### src/pkg/dsli_pkg.sv
package dsli_pkg;
    localparam int CLK_HZ = 100_000_000;
    // Register offsets
    localparam logic [11:0] ADDR_CTRL = 12'h000;
    localparam logic [11:0] ADDR_LEDSEL = 12'h004;
    localparam logic [11:0] ADDR_STATUS = 12'h008;
    localparam logic [11:0] ADDR_SIGS = 12'h00C;
    localparam logic [11:0] ADDR_ALARM = 12'h010;
    // CTRL fields
    localparam int CTRL_PULSE_BIT = 0;
    localparam int CTRL_SIM_BIT = 1;
    localparam int CTRL_RET_LSB = 8;
    localparam int CTRL_RET_W = 6;
    localparam logic [5:0] RET_MAX = 6'h32;
    localparam logic [5:0] RET_RESET = 6'h1E;
    // LEDSEL fields
    localparam int SEL_MODE_LSB = 0;
    localparam int SEL_GSRC_LSB = 8;
    localparam int SEL_RSRC_LSB = 16;
    localparam int SEL_GINV_BIT = 24;
    localparam int SEL_RINV_BIT = 25;
    localparam logic [1:0] MODE_DARK = 2'h3;
    localparam logic [1:0] MODE_OUTSIG = 2'h0;
    localparam logic [1:0] MODE_AUTO = 2'h1;
    localparam logic [7:0] SRC_READY = 8'h84;
    localparam logic [7:0] SRC_CONST_OFF = 8'h80;
    localparam logic [7:0] SRC_CONST_ON = 8'h81;
    // SIGS fields
    localparam int SIG_ALARM = 0;
    localparam int SIG_PWRREM = 1;
    localparam int SIG_INFO = 2;
    localparam int SIG_TEACH = 3;
    localparam int SIG_EXEC = 4;
    localparam int SIG_UNLOCK = 5;
    localparam int SIG_COMERR = 6;
    localparam int SIG_STOPCLR = 7;
    localparam int SIG_READY = 8;
    // Timing
    localparam int TICK_US = 100_000;
    localparam int TICK_CYC = TICK_US * (CLK_HZ / 1_000_000);
    localparam int BLINK_ON_T = 3;
    localparam int BLINK_OFF_T = 3;
    localparam int GROUP_GAP_T = 12;
endpackage : dsli_pkg

### src/dsli_blink.sv
module dsli_blink #(
    parameter int ON_T = 3,
    parameter int OFF_T = 3,
    parameter int GAP_T = 12
) (
    input wire logic pclk,
    input wire logic presetn,
    input wire logic tick,
    input wire logic enable,
    input wire logic [7:0] count,
    output logic lamp
);
    logic [7:0] done_r;
    logic [4:0] ph_r;
    logic gap_r;

    // Blink groups of count pulses, then a gap; count 0 blinks forever
    always_ff @(posedge pclk or negedge presetn) begin
        if (!presetn) begin
            done_r <= 8'h00;
            ph_r <= 5'h00;
            gap_r <= 1'b0;
            lamp <= 1'b0;
        end else if (!enable) begin
            done_r <= 8'h00;
            ph_r <= 5'h00;
            gap_r <= 1'b0;
            lamp <= 1'b0;
        end else if (tick) begin
            if (gap_r) begin
                lamp <= 1'b0;
                if (ph_r == 5'(GAP_T - 1)) begin
                    ph_r <= 5'h00;
                    gap_r <= 1'b0;
                end else begin
                    ph_r <= ph_r + 5'h01;
                end
            end else if (ph_r < 5'(ON_T)) begin
                lamp <= 1'b1;
                ph_r <= ph_r + 5'h01;
            end else if (ph_r == 5'(ON_T + OFF_T - 1)) begin
                lamp <= 1'b0;
                ph_r <= 5'h00;
                if (count != 8'h00 && done_r + 8'h01 >= count) begin
                    done_r <= 8'h00;
                    gap_r <= 1'b1;
                end else begin
                    done_r <= done_r + 8'h01;
                end
            end else begin
                lamp <= 1'b0;
                ph_r <= ph_r + 5'h01;
            end
        end
    end
endmodule : dsli_blink

### src/dsli_tick.sv
module dsli_tick #(
    parameter int DIV = 10_000_000
) (
    input wire logic pclk,
    input wire logic presetn,
    output logic tick
);
    logic [23:0] cnt_r;

    always_ff @(posedge pclk or negedge presetn) begin
        if (!presetn) begin
            cnt_r <= 24'h000000;
            tick <= 1'b0;
        end else if (cnt_r == 24'(DIV - 1)) begin
            cnt_r <= 24'h000000;
            tick <= 1'b1;
        end else begin
            cnt_r <= cnt_r + 24'h000001;
            tick <= 1'b0;
        end
    end
endmodule : dsli_tick

### src/dsli_top.sv
// Operation
// - Steady green when powered and idle
// - Alarm blinks red, count gives cause
// - Power removal blinks green until stop-clear
// - Information or teaching: double blink both
// - Interlock release blinks both for retention
// - Retention 0..50 tenths, default 30
// - Switch execution lights both steadily
// - Simulation cycles green, red, both, off
// - Comm ok lights green comm element
// - Comm error lights red comm element
// - Ready LED follows ready output; lit only while pulse_variant_r is set, dark otherwise
// - Mode selects dark, signals or comm
// - Signal mode: green and red follow sources
// - Green source selectable, default ready
// - Red source selectable, default constant off
// - Green invert bit, default off
// - Red invert bit, default off
// - Redirect only on networked variants
//
// Local design decisions: the APB slave port and the address map.
module dsli_top #(
    parameter int TICK_DIV = dsli_pkg::TICK_CYC
) (
    input wire logic pclk,
    input wire logic presetn,
    input wire logic psel,
    input wire logic penable,
    input wire logic pwrite,
    input wire logic [11:0] paddr,
    input wire logic [31:0] pwdata,
    output logic [31:0] prdata,
    output logic pready,
    output logic pslverr,
    input wire logic alarm_active,
    input wire logic [7:0] alarm_code,
    input wire logic power_removal,
    input wire logic info_pending,
    input wire logic teach_active,
    input wire logic switch_exec,
    input wire logic unlock_event,
    input wire logic stop_clear_input,
    input wire logic comm_error,
    input wire logic ready_out,
    input wire logic [127:0] out_signals,
    output logic pa_green_r,
    output logic pa_red_r,
    output logic comm_green_r,
    output logic comm_red_r,
    output logic ready_led_r
);
    logic pulse_variant_r;
    logic sim_r;
    logic [5:0] ret_r;
    logic [1:0] mode_r;
    logic [7:0] gsrc_r;
    logic [7:0] rsrc_r;
    logic ginv_r;
    logic rinv_r;
    logic latch_pr_r;
    logic [5:0] unlock_cnt_r;
    logic unlock_r;
    logic [1:0] sim_ph_r;
    logic [2:0] sim_cnt_r;
    logic tick;
    logic alarm_lamp;
    logic single_lamp;
    logic double_lamp;
    logic [31:0] rdata;
    logic wr_en;
    logic [5:0] ret_wr;

    function automatic logic pick_src(input logic [7:0] code, input logic [127:0] sigs,
                                      input logic rdy);
        if (code == dsli_pkg::SRC_CONST_OFF) begin
            pick_src = 1'b0;
        end else if (code == dsli_pkg::SRC_CONST_ON) begin
            pick_src = 1'b1;
        end else if (code == dsli_pkg::SRC_READY) begin
            pick_src = rdy;
        end else if (code[7]) begin
            pick_src = 1'b0;
        end else begin
            pick_src = sigs[code[6:0]];
        end
    endfunction : pick_src

    dsli_tick #(.DIV(TICK_DIV)) u_tick (
        .pclk(pclk),
        .presetn(presetn),
        .tick(tick)
    );

    // Alarm group: blink count is the alarm code
    dsli_blink #(.ON_T(dsli_pkg::BLINK_ON_T), .OFF_T(dsli_pkg::BLINK_OFF_T),
                 .GAP_T(dsli_pkg::GROUP_GAP_T)) u_alarm (
        .pclk(pclk),
        .presetn(presetn),
        .tick(tick),
        .enable(alarm_active),
        .count(alarm_code),
        .lamp(alarm_lamp)
    );

    dsli_blink #(.ON_T(dsli_pkg::BLINK_ON_T), .OFF_T(dsli_pkg::BLINK_OFF_T),
                 .GAP_T(dsli_pkg::GROUP_GAP_T)) u_single (
        .pclk(pclk),
        .presetn(presetn),
        .tick(tick),
        .enable(1'b1),
        .count(8'h00),
        .lamp(single_lamp)
    );

    dsli_blink #(.ON_T(dsli_pkg::BLINK_ON_T), .OFF_T(dsli_pkg::BLINK_OFF_T),
                 .GAP_T(dsli_pkg::GROUP_GAP_T)) u_double (
        .pclk(pclk),
        .presetn(presetn),
        .tick(tick),
        .enable(info_pending | teach_active),
        .count(8'h02),
        .lamp(double_lamp)
    );

    assign wr_en = psel & penable & pwrite;
    // Out-of-range retention values are clamped rather than refused
    assign ret_wr = (pwdata[dsli_pkg::CTRL_RET_LSB +: dsli_pkg::CTRL_RET_W] > dsli_pkg::RET_MAX)
                    ? dsli_pkg::RET_MAX
                    : pwdata[dsli_pkg::CTRL_RET_LSB +: dsli_pkg::CTRL_RET_W];

    always_ff @(posedge pclk or negedge presetn) begin
        if (!presetn) begin
            pulse_variant_r <= 1'b0;
            sim_r <= 1'b0;
            ret_r <= dsli_pkg::RET_RESET;
        end else if (wr_en && paddr == dsli_pkg::ADDR_CTRL) begin
            pulse_variant_r <= pwdata[dsli_pkg::CTRL_PULSE_BIT];
            sim_r <= pwdata[dsli_pkg::CTRL_SIM_BIT];
            ret_r <= ret_wr;
        end
    end

    always_ff @(posedge pclk or negedge presetn) begin
        if (!presetn) begin
            mode_r <= dsli_pkg::MODE_AUTO;
            gsrc_r <= dsli_pkg::SRC_READY;
            rsrc_r <= dsli_pkg::SRC_CONST_OFF;
            ginv_r <= 1'b0;
            rinv_r <= 1'b0;
        end else if (wr_en && paddr == dsli_pkg::ADDR_LEDSEL) begin
            mode_r <= pwdata[dsli_pkg::SEL_MODE_LSB +: 2];
            gsrc_r <= pwdata[dsli_pkg::SEL_GSRC_LSB +: 8];
            rsrc_r <= pwdata[dsli_pkg::SEL_RSRC_LSB +: 8];
            ginv_r <= pwdata[dsli_pkg::SEL_GINV_BIT];
            rinv_r <= pwdata[dsli_pkg::SEL_RINV_BIT];
        end
    end

    always_comb begin
        rdata = 32'h00000000;
        unique case (paddr)
            dsli_pkg::ADDR_CTRL: begin
                rdata[dsli_pkg::CTRL_PULSE_BIT] = pulse_variant_r;
                rdata[dsli_pkg::CTRL_SIM_BIT] = sim_r;
                rdata[dsli_pkg::CTRL_RET_LSB +: dsli_pkg::CTRL_RET_W] = ret_r;
            end
            dsli_pkg::ADDR_LEDSEL: begin
                rdata[dsli_pkg::SEL_MODE_LSB +: 2] = mode_r;
                rdata[dsli_pkg::SEL_GSRC_LSB +: 8] = gsrc_r;
                rdata[dsli_pkg::SEL_RSRC_LSB +: 8] = rsrc_r;
                rdata[dsli_pkg::SEL_GINV_BIT] = ginv_r;
                rdata[dsli_pkg::SEL_RINV_BIT] = rinv_r;
            end
            dsli_pkg::ADDR_STATUS: begin
                rdata[4:0] = {ready_led_r, comm_red_r, comm_green_r, pa_red_r, pa_green_r};
                rdata[5] = latch_pr_r;
                rdata[6] = unlock_r;
            end
            dsli_pkg::ADDR_SIGS: begin
                rdata[dsli_pkg::SIG_ALARM] = alarm_active;
                rdata[dsli_pkg::SIG_PWRREM] = power_removal;
                rdata[dsli_pkg::SIG_INFO] = info_pending;
                rdata[dsli_pkg::SIG_TEACH] = teach_active;
                rdata[dsli_pkg::SIG_EXEC] = switch_exec;
                rdata[dsli_pkg::SIG_UNLOCK] = unlock_event;
                rdata[dsli_pkg::SIG_COMERR] = comm_error;
                rdata[dsli_pkg::SIG_STOPCLR] = stop_clear_input;
                rdata[dsli_pkg::SIG_READY] = ready_out;
            end
            dsli_pkg::ADDR_ALARM: rdata[7:0] = alarm_code;
            default: rdata = 32'h00000000;
        endcase
    end

    // Zero-wait slave; unmapped addresses answer with an error
    always_ff @(posedge pclk or negedge presetn) begin
        if (!presetn) begin
            prdata <= 32'h00000000;
            pready <= 1'b0;
            pslverr <= 1'b0;
        end else begin
            pready <= psel & ~penable;
            prdata <= rdata;
            pslverr <= psel & ~penable & (paddr > dsli_pkg::ADDR_ALARM | paddr[1:0] != 2'h0);
        end
    end

    // Power removal indication holds until stop-clear after release
    always_ff @(posedge pclk or negedge presetn) begin
        if (!presetn) begin
            latch_pr_r <= 1'b0;
        end else if (power_removal) begin
            latch_pr_r <= 1'b1;
        end else if (stop_clear_input) begin
            latch_pr_r <= 1'b0;
        end
    end

    // Retention timer counts tenths of seconds from the tick
    always_ff @(posedge pclk or negedge presetn) begin
        if (!presetn) begin
            unlock_r <= 1'b0;
            unlock_cnt_r <= 6'h00;
        end else if (unlock_event) begin
            unlock_r <= (ret_r != 6'h00);
            unlock_cnt_r <= ret_r;
        end else if (unlock_r && tick) begin
            if (unlock_cnt_r <= 6'h01) begin
                unlock_r <= 1'b0;
                unlock_cnt_r <= 6'h00;
            end else begin
                unlock_cnt_r <= unlock_cnt_r - 6'h01;
            end
        end
    end

    always_ff @(posedge pclk or negedge presetn) begin
        if (!presetn) begin
            sim_ph_r <= 2'h0;
            sim_cnt_r <= 3'h0;
        end else if (!sim_r) begin
            sim_ph_r <= 2'h0;
            sim_cnt_r <= 3'h0;
        end else if (tick) begin
            if (sim_cnt_r == 3'(dsli_pkg::BLINK_ON_T - 1)) begin
                sim_cnt_r <= 3'h0;
                sim_ph_r <= sim_ph_r + 2'h1;
            end else begin
                sim_cnt_r <= sim_cnt_r + 3'h1;
            end
        end
    end

    // Power/alarm priority chain
    always_ff @(posedge pclk or negedge presetn) begin
        if (!presetn) begin
            pa_green_r <= 1'b0;
            pa_red_r <= 1'b0;
        end else if (sim_r) begin
            pa_green_r <= (sim_ph_r == 2'h0) | (sim_ph_r == 2'h2);
            pa_red_r <= (sim_ph_r == 2'h1) | (sim_ph_r == 2'h2);
        end else if (alarm_active) begin
            pa_green_r <= 1'b0;
            pa_red_r <= alarm_lamp;
        end else if (latch_pr_r) begin
            pa_green_r <= single_lamp;
            pa_red_r <= 1'b0;
        end else if (switch_exec) begin
            pa_green_r <= 1'b1;
            pa_red_r <= 1'b1;
        end else if (unlock_r) begin
            pa_green_r <= single_lamp;
            pa_red_r <= single_lamp;
        end else if (info_pending | teach_active) begin
            pa_green_r <= double_lamp;
            pa_red_r <= double_lamp;
        end else begin
            pa_green_r <= 1'b1;
            pa_red_r <= 1'b0;
        end
    end

    // Comm LED source selection
    always_ff @(posedge pclk or negedge presetn) begin
        if (!presetn) begin
            comm_green_r <= 1'b0;
            comm_red_r <= 1'b0;
        end else if (mode_r == dsli_pkg::MODE_DARK) begin
            comm_green_r <= 1'b0;
            comm_red_r <= 1'b0;
        end else if (mode_r == dsli_pkg::MODE_AUTO && !pulse_variant_r) begin
            comm_green_r <= ~comm_error;
            comm_red_r <= comm_error;
        end else begin
            comm_green_r <= pick_src(gsrc_r, out_signals, ready_out) ^ ginv_r;
            comm_red_r <= pick_src(rsrc_r, out_signals, ready_out) ^ rinv_r;
        end
    end

    always_ff @(posedge pclk or negedge presetn) begin
        if (!presetn) begin
            ready_led_r <= 1'b0;
        end else begin
            ready_led_r <= pulse_variant_r & ready_out;
        end
    end

    exec_both_a: assert property (@(posedge pclk) disable iff (!presetn)
        (!sim_r && !alarm_active && !latch_pr_r && switch_exec) |=> (pa_green_r && pa_red_r))
        else $error("switch exec not both lit");
    idle_green_a: assert property (@(posedge pclk) disable iff (!presetn)
        (!sim_r && !alarm_active && !latch_pr_r && !switch_exec && !unlock_r
         && !info_pending && !teach_active) |=> (pa_green_r && !pa_red_r))
        else $error("idle not steady green");
    alarm_red_a: assert property (@(posedge pclk) disable iff (!presetn)
        (!sim_r && alarm_active) |=> !pa_green_r)
        else $error("green lit during alarm");
    prem_hold_a: assert property (@(posedge pclk) disable iff (!presetn)
        (latch_pr_r && !power_removal && !stop_clear_input) |=> latch_pr_r)
        else $error("power removal dropped early");
    ready_led_a: assert property (@(posedge pclk) disable iff (!presetn)
        pulse_variant_r && $stable(pulse_variant_r) |=> ready_led_r == $past(ready_out))
        else $error("ready led mismatch");
    comm_err_a: assert property (@(posedge pclk) disable iff (!presetn)
        (mode_r == dsli_pkg::MODE_AUTO && !pulse_variant_r && comm_error && !wr_en)
        |=> (comm_red_r && !comm_green_r))
        else $error("comm error not red");
    comm_dark_a: assert property (@(posedge pclk) disable iff (!presetn)
        (mode_r == dsli_pkg::MODE_DARK && !wr_en) |=> (!comm_green_r && !comm_red_r))
        else $error("dark mode lit");
    ret_range_a: assert property (@(posedge pclk) disable iff (!presetn)
        ret_r <= dsli_pkg::RET_MAX)
        else $error("retention out of range");
    unlock_end_a: assert property (@(posedge pclk) disable iff (!presetn)
        (unlock_r && !unlock_event && tick && unlock_cnt_r == 6'h01) |=> !unlock_r)
        else $error("unlock did not expire");
endmodule : dsli_top

### config.mk
export PLATFORM = sky130hd
export DESIGN_NAME = dsli_top
export DESIGN_NICKNAME = d
export VERILOG_FILES = /design/src/pkg/dsli_pkg.sv /design/src/dsli_blink.sv /design/src/dsli_tick.sv /design/src/dsli_top.sv
export SDC_FILE = /design/constraint.sdc
export NUM_CORES = 1
export LEC_CHECK = 0
export BUFFER_PORTS_ARGS = -buffer_cell sky130_fd_sc_hd__buf_2
export CORE_MARGIN = 3
export CORE_UTILIZATION = 28
export DETAILED_ROUTE_END_ITERATION = 10
export GPL_TIMING_DRIVEN = 0
export HOLD_SLACK_MARGIN = 0.12
export PLACE_DENSITY = 0.58
export SYNTH_ARGS = -nofsm -noshare
export SYNTH_HDL_FRONTEND = slang
export SYNTH_HIERARCHICAL = 1
export SYNTH_SLANG_ARGS = --single-unit
### constraint.sdc
create_clock -name pclk -period 2.3 [get_ports pclk]
set_input_delay 0.115 -clock pclk [delete_from_list [all_inputs] [get_ports pclk]]
set_output_delay 0.115 -clock pclk [all_outputs]
set_load 0.01 [all_outputs]
==> key figures <==
Run status
  • Status: finished, violations left
  • Violated checks: setup timing

Synth
  • Area leader, netlist: dfrtp_1
  • Count of cell types in the netlist: between 70 and 80
  • Number of synthesized flops with an enable pin: 0
  • Mapped Cells: between 900 and 1k
  • Synth Warn #: 6
  • Synth top area share: approximately a third
  • Avg Cell Area, Syn: approximately 11 sq um
  • Synth area leaders: dfrtp_1, mux4_2, ha_1
  • Cell area after synthesis: a little under 10000 sq um
  • #FFs+latches synth: between 100 and 150
  • Ys flop type: dfrtp_1
  • Ys async rst share: 100.0%
  • Sequential share of the synthesized area: 36.35%

Setup path
  • FF-to-FF Start: rsrc_r[0]$_DFFE_PN0P_
  • Worst EP required: 2.57 ns
  • CP startpoint: rsrc_r[0]$_DFFE_PN0P_
  • Worst-path fanout max: 10
  • Worst Setup End Kind: flop
  • Startpoint types: flop
  • Setup CP Type: reg -> reg
  • RR Endpoint: comm_red_r$_DFF_PN0_
  • Worst Setup EP: comm_red_r$_DFF_PN0_
  • R2R cell count: 8
  • Register-to-register setup slack: -0.29 ns
  • Crit path DAT: between 2 and 3 ns

Timing
  • Clock period minus worst slack: roughly 2.6 ns
  • Final-report setup violation count: 2
  • Fin. Hold Viols: 0
  • Unrepaired setup endpoints after global routing: yes
  • Max Slew Vio Count: 0
  • Fmax: around 390 MHz
  • Worst-Margin Slew: approximately 0.85 ns
  • Worst slew margin: a little over two fifths
  • Clock Skews: roughly 0.011 ns
  • Setup TNS: -0.4757 ns
  • Post-route setup slack: -0.2859 ns
  • Period utilisation layout: 112.4%

Placement
  • Area after DPL: around 12000 sq um
  • DPL Wire Length: around 26000 microns
  • Place WS: -0.7632 ns
  • Cell count after placement: between 1.5k and 2k
  • Port Buffers: around 210
  • GPL Wtd Cong: between 0.9 and 1

Finish
  • Final instance area: between 10000 and 15000 sq um
  • Most frequent cells in the layout: buf_2, dfrtp_1, nand2_1, mux4_2, nand3_1
  • Commonest non-fill, non-tap cell in the layout: buf_2
  • Final std cells w/o fill: roughly 1.7k
  • # nets final: roughly 1.5k
  • Sequential cell area: roughly 3600 sq um
  • Layout cells sized above 1: about a third
  • Fillcell total: approximately 3.5k
  • Synth-to-layout area growth: 32.97%
  • Multi-input logic area: 6188 sq um

Power
  • Lkg Pwr: about 5.9 nW
  • Power Density: 463.8 nW/um^2
  • Max VDD drop: roughly 0.00037 V
  • Overall power: between 6 and 7 mW

Detailed routing
  • Post-route ant nets: 0
  • Via density per instance: 5.219
  • Routed wire length per instance: 19.14 microns
  • Vias: between 9k and 10k
  • Initial DRC count: about 680
  • Drc violations: 0
  • Final wirelength: ~33000 microns
  • First-pass detailed-route iteration total: 7

GRT
  • Total global routing overflow: 0
  • GRT Total Usage: roughly 17%
  • Largest net degree at the start of global routing: 82
  • Vias in the first global route: between 9k and 10k
  • First-pass GRT wire length: about 50000 microns
  • Antenna violations before repair: 1

Clock network
  • H-tree depth: 4
  • CTS Buffer Depth: 2
  • CTS buffer count: 17
  • Clock transition at path regs: about 0.060 ns
  • # clock sinks: ~140
  • CTS Root Cell: clkbuf_16
  • CTS tree: done
  • Later-pin clock latency in the skew report: about 0.42 ns

Min path
  • Tightest Hold Check Type: in -> reg

Die
  • Die area: 37810 sq um
  • Core area: roughly 35000 sq um
  • IO Pins: about 230
  • Starting Density: approximately 29%
  • Site row count: around 70
  • Die height: approximately 190 microns
  • Die width: around 200 microns

Run
  • Max Cap Violations: 0
==> critical path, cell delays in order, from the launching register on <==
cell      delay, ns
dfrtp_2        0.42
buf_12         0.14
buf_12         0.15
mux4_2         0.51
mux4_2         0.52
o21ai_1        0.15
o211ai_1       0.18
mux2i_1        0.21
o221ai_1       0.14
==> kinds of logic after synthesis <==
logic type	share of synthesized area, %
flip-flops	36.35
XOR/XNOR	4.141
other	0.07554
AO/OA/AOI/OAI	12.35
multiplexers	19.73
AND/OR/NAND/NOR	18.21
adder cells (fa/ha/maj)	4.531
buffers and inverters	4.618
==> state kept, by name (all words and copies together) (netlist names), 2 cells and up <==
name,cells
u_single/ph_r,5
sim_cnt_r,3
u_single/done_r,8
u_alarm/done_r,8
gsrc_r,8
u_double/ph_r,5
u_alarm/ph_r,5
prdata,26
mode_r,2
unlock_cnt_r,6
u_tick/cnt_r,24
sim_ph_r,2
u_double/done_r,8
rsrc_r,8
ret_r,6
==> worst min-delay path by stage <==
| stage | slack, ns | from | depth (start not counted) | end |
|---|---|---|---|---|
| 6_report | 0.13 | alarm_code[2] | 3 | prdata[2]$_DFF_PN0_ |
| 5_1_grt | 0.15 | alarm_code[2] | 3 | prdata[2]$_DFF_PN0_ |
| 4_1_cts | 0.13 | switch_exec | 3 | prdata[4]$_DFF_PN0_ |
| 3_5_place_dp | 0.16 | presetn | 1 | u_single/done_r[4]$_DFFE_PN0P_ |
| 3_3_place_gp | 0.33 | pwdata[20] | 3 | rsrc_r[4]$_DFFE_PN0P_ |
| 2_1_floorplan | -0.18 | presetn | 0 | comm_green_r$_DFF_PN0_ |
==> what timing repair did <==
action / 4_1_cts / 5_1_grt
setup buffers: 13 / 9
gates cloned: 1 / 0
endpoints found under the hold margin: 107 / 0
resized for setup: 38 / 22
pin swaps: 13 / 10
endpoints found under the setup margin: 19 / 24
hold buffers: 39 / 0
==> per-layer routing <==
metal,GRT usage [%],vias up,part of all wire [%]
li1,-,4150,-
met1,21.25,4407,40
met3,3.293,77,7.1
met2,29.47,424,49
met5,0,-,0.030
met4,6.888,2,3.7
==> stage by stage <==
step | utilization, % | hold WS (ns)
global placement | 33.74 | 0.3272
floorplan | - | -0.1806
finish | 37.99 | 0.1295
CTS | 37.55 | 0.1270
global route | 37.98 | 0.1459
detailed placement | 33.84 | 0.1608
==> power breakdown <==
group,internal (mW),switching (mW)
sequential,2.55,0.0106
clock,1.76,1.15
combinational,0.327,0.341
==> cell usage after synthesis, types with 10 or more instances <==
library cell  count
xor2_1           13
xnor2_1          34
mux2i_1          25
nand2_1          68
mux2_1           36
ha_1             36
nand3_1          57
a32o_1           21
dfrtp_1         136
a21oi_1          20
nor3_1           27
mux4_2           58
o21ai_0          34
inv_1            45
nor2b_1          23
nand4_1          15
clkbuf_1         12
and2_1           16
and3_1           10
nor2_1           47
buf_2            13
==> cell type report <==
type	count	share of cell area, %
clock inverters	14	1.363
repair buffers	276	13.00
multi-input cells	739	46.81
flip-flops and latches	144	27.37
inverters	46	1.306
plain buffers	43	2.499
well taps	455	4.306
diodes	1	0.01893
clock buffers	18	3.322
No activity file was read; power rests on OpenSTA's default activity.
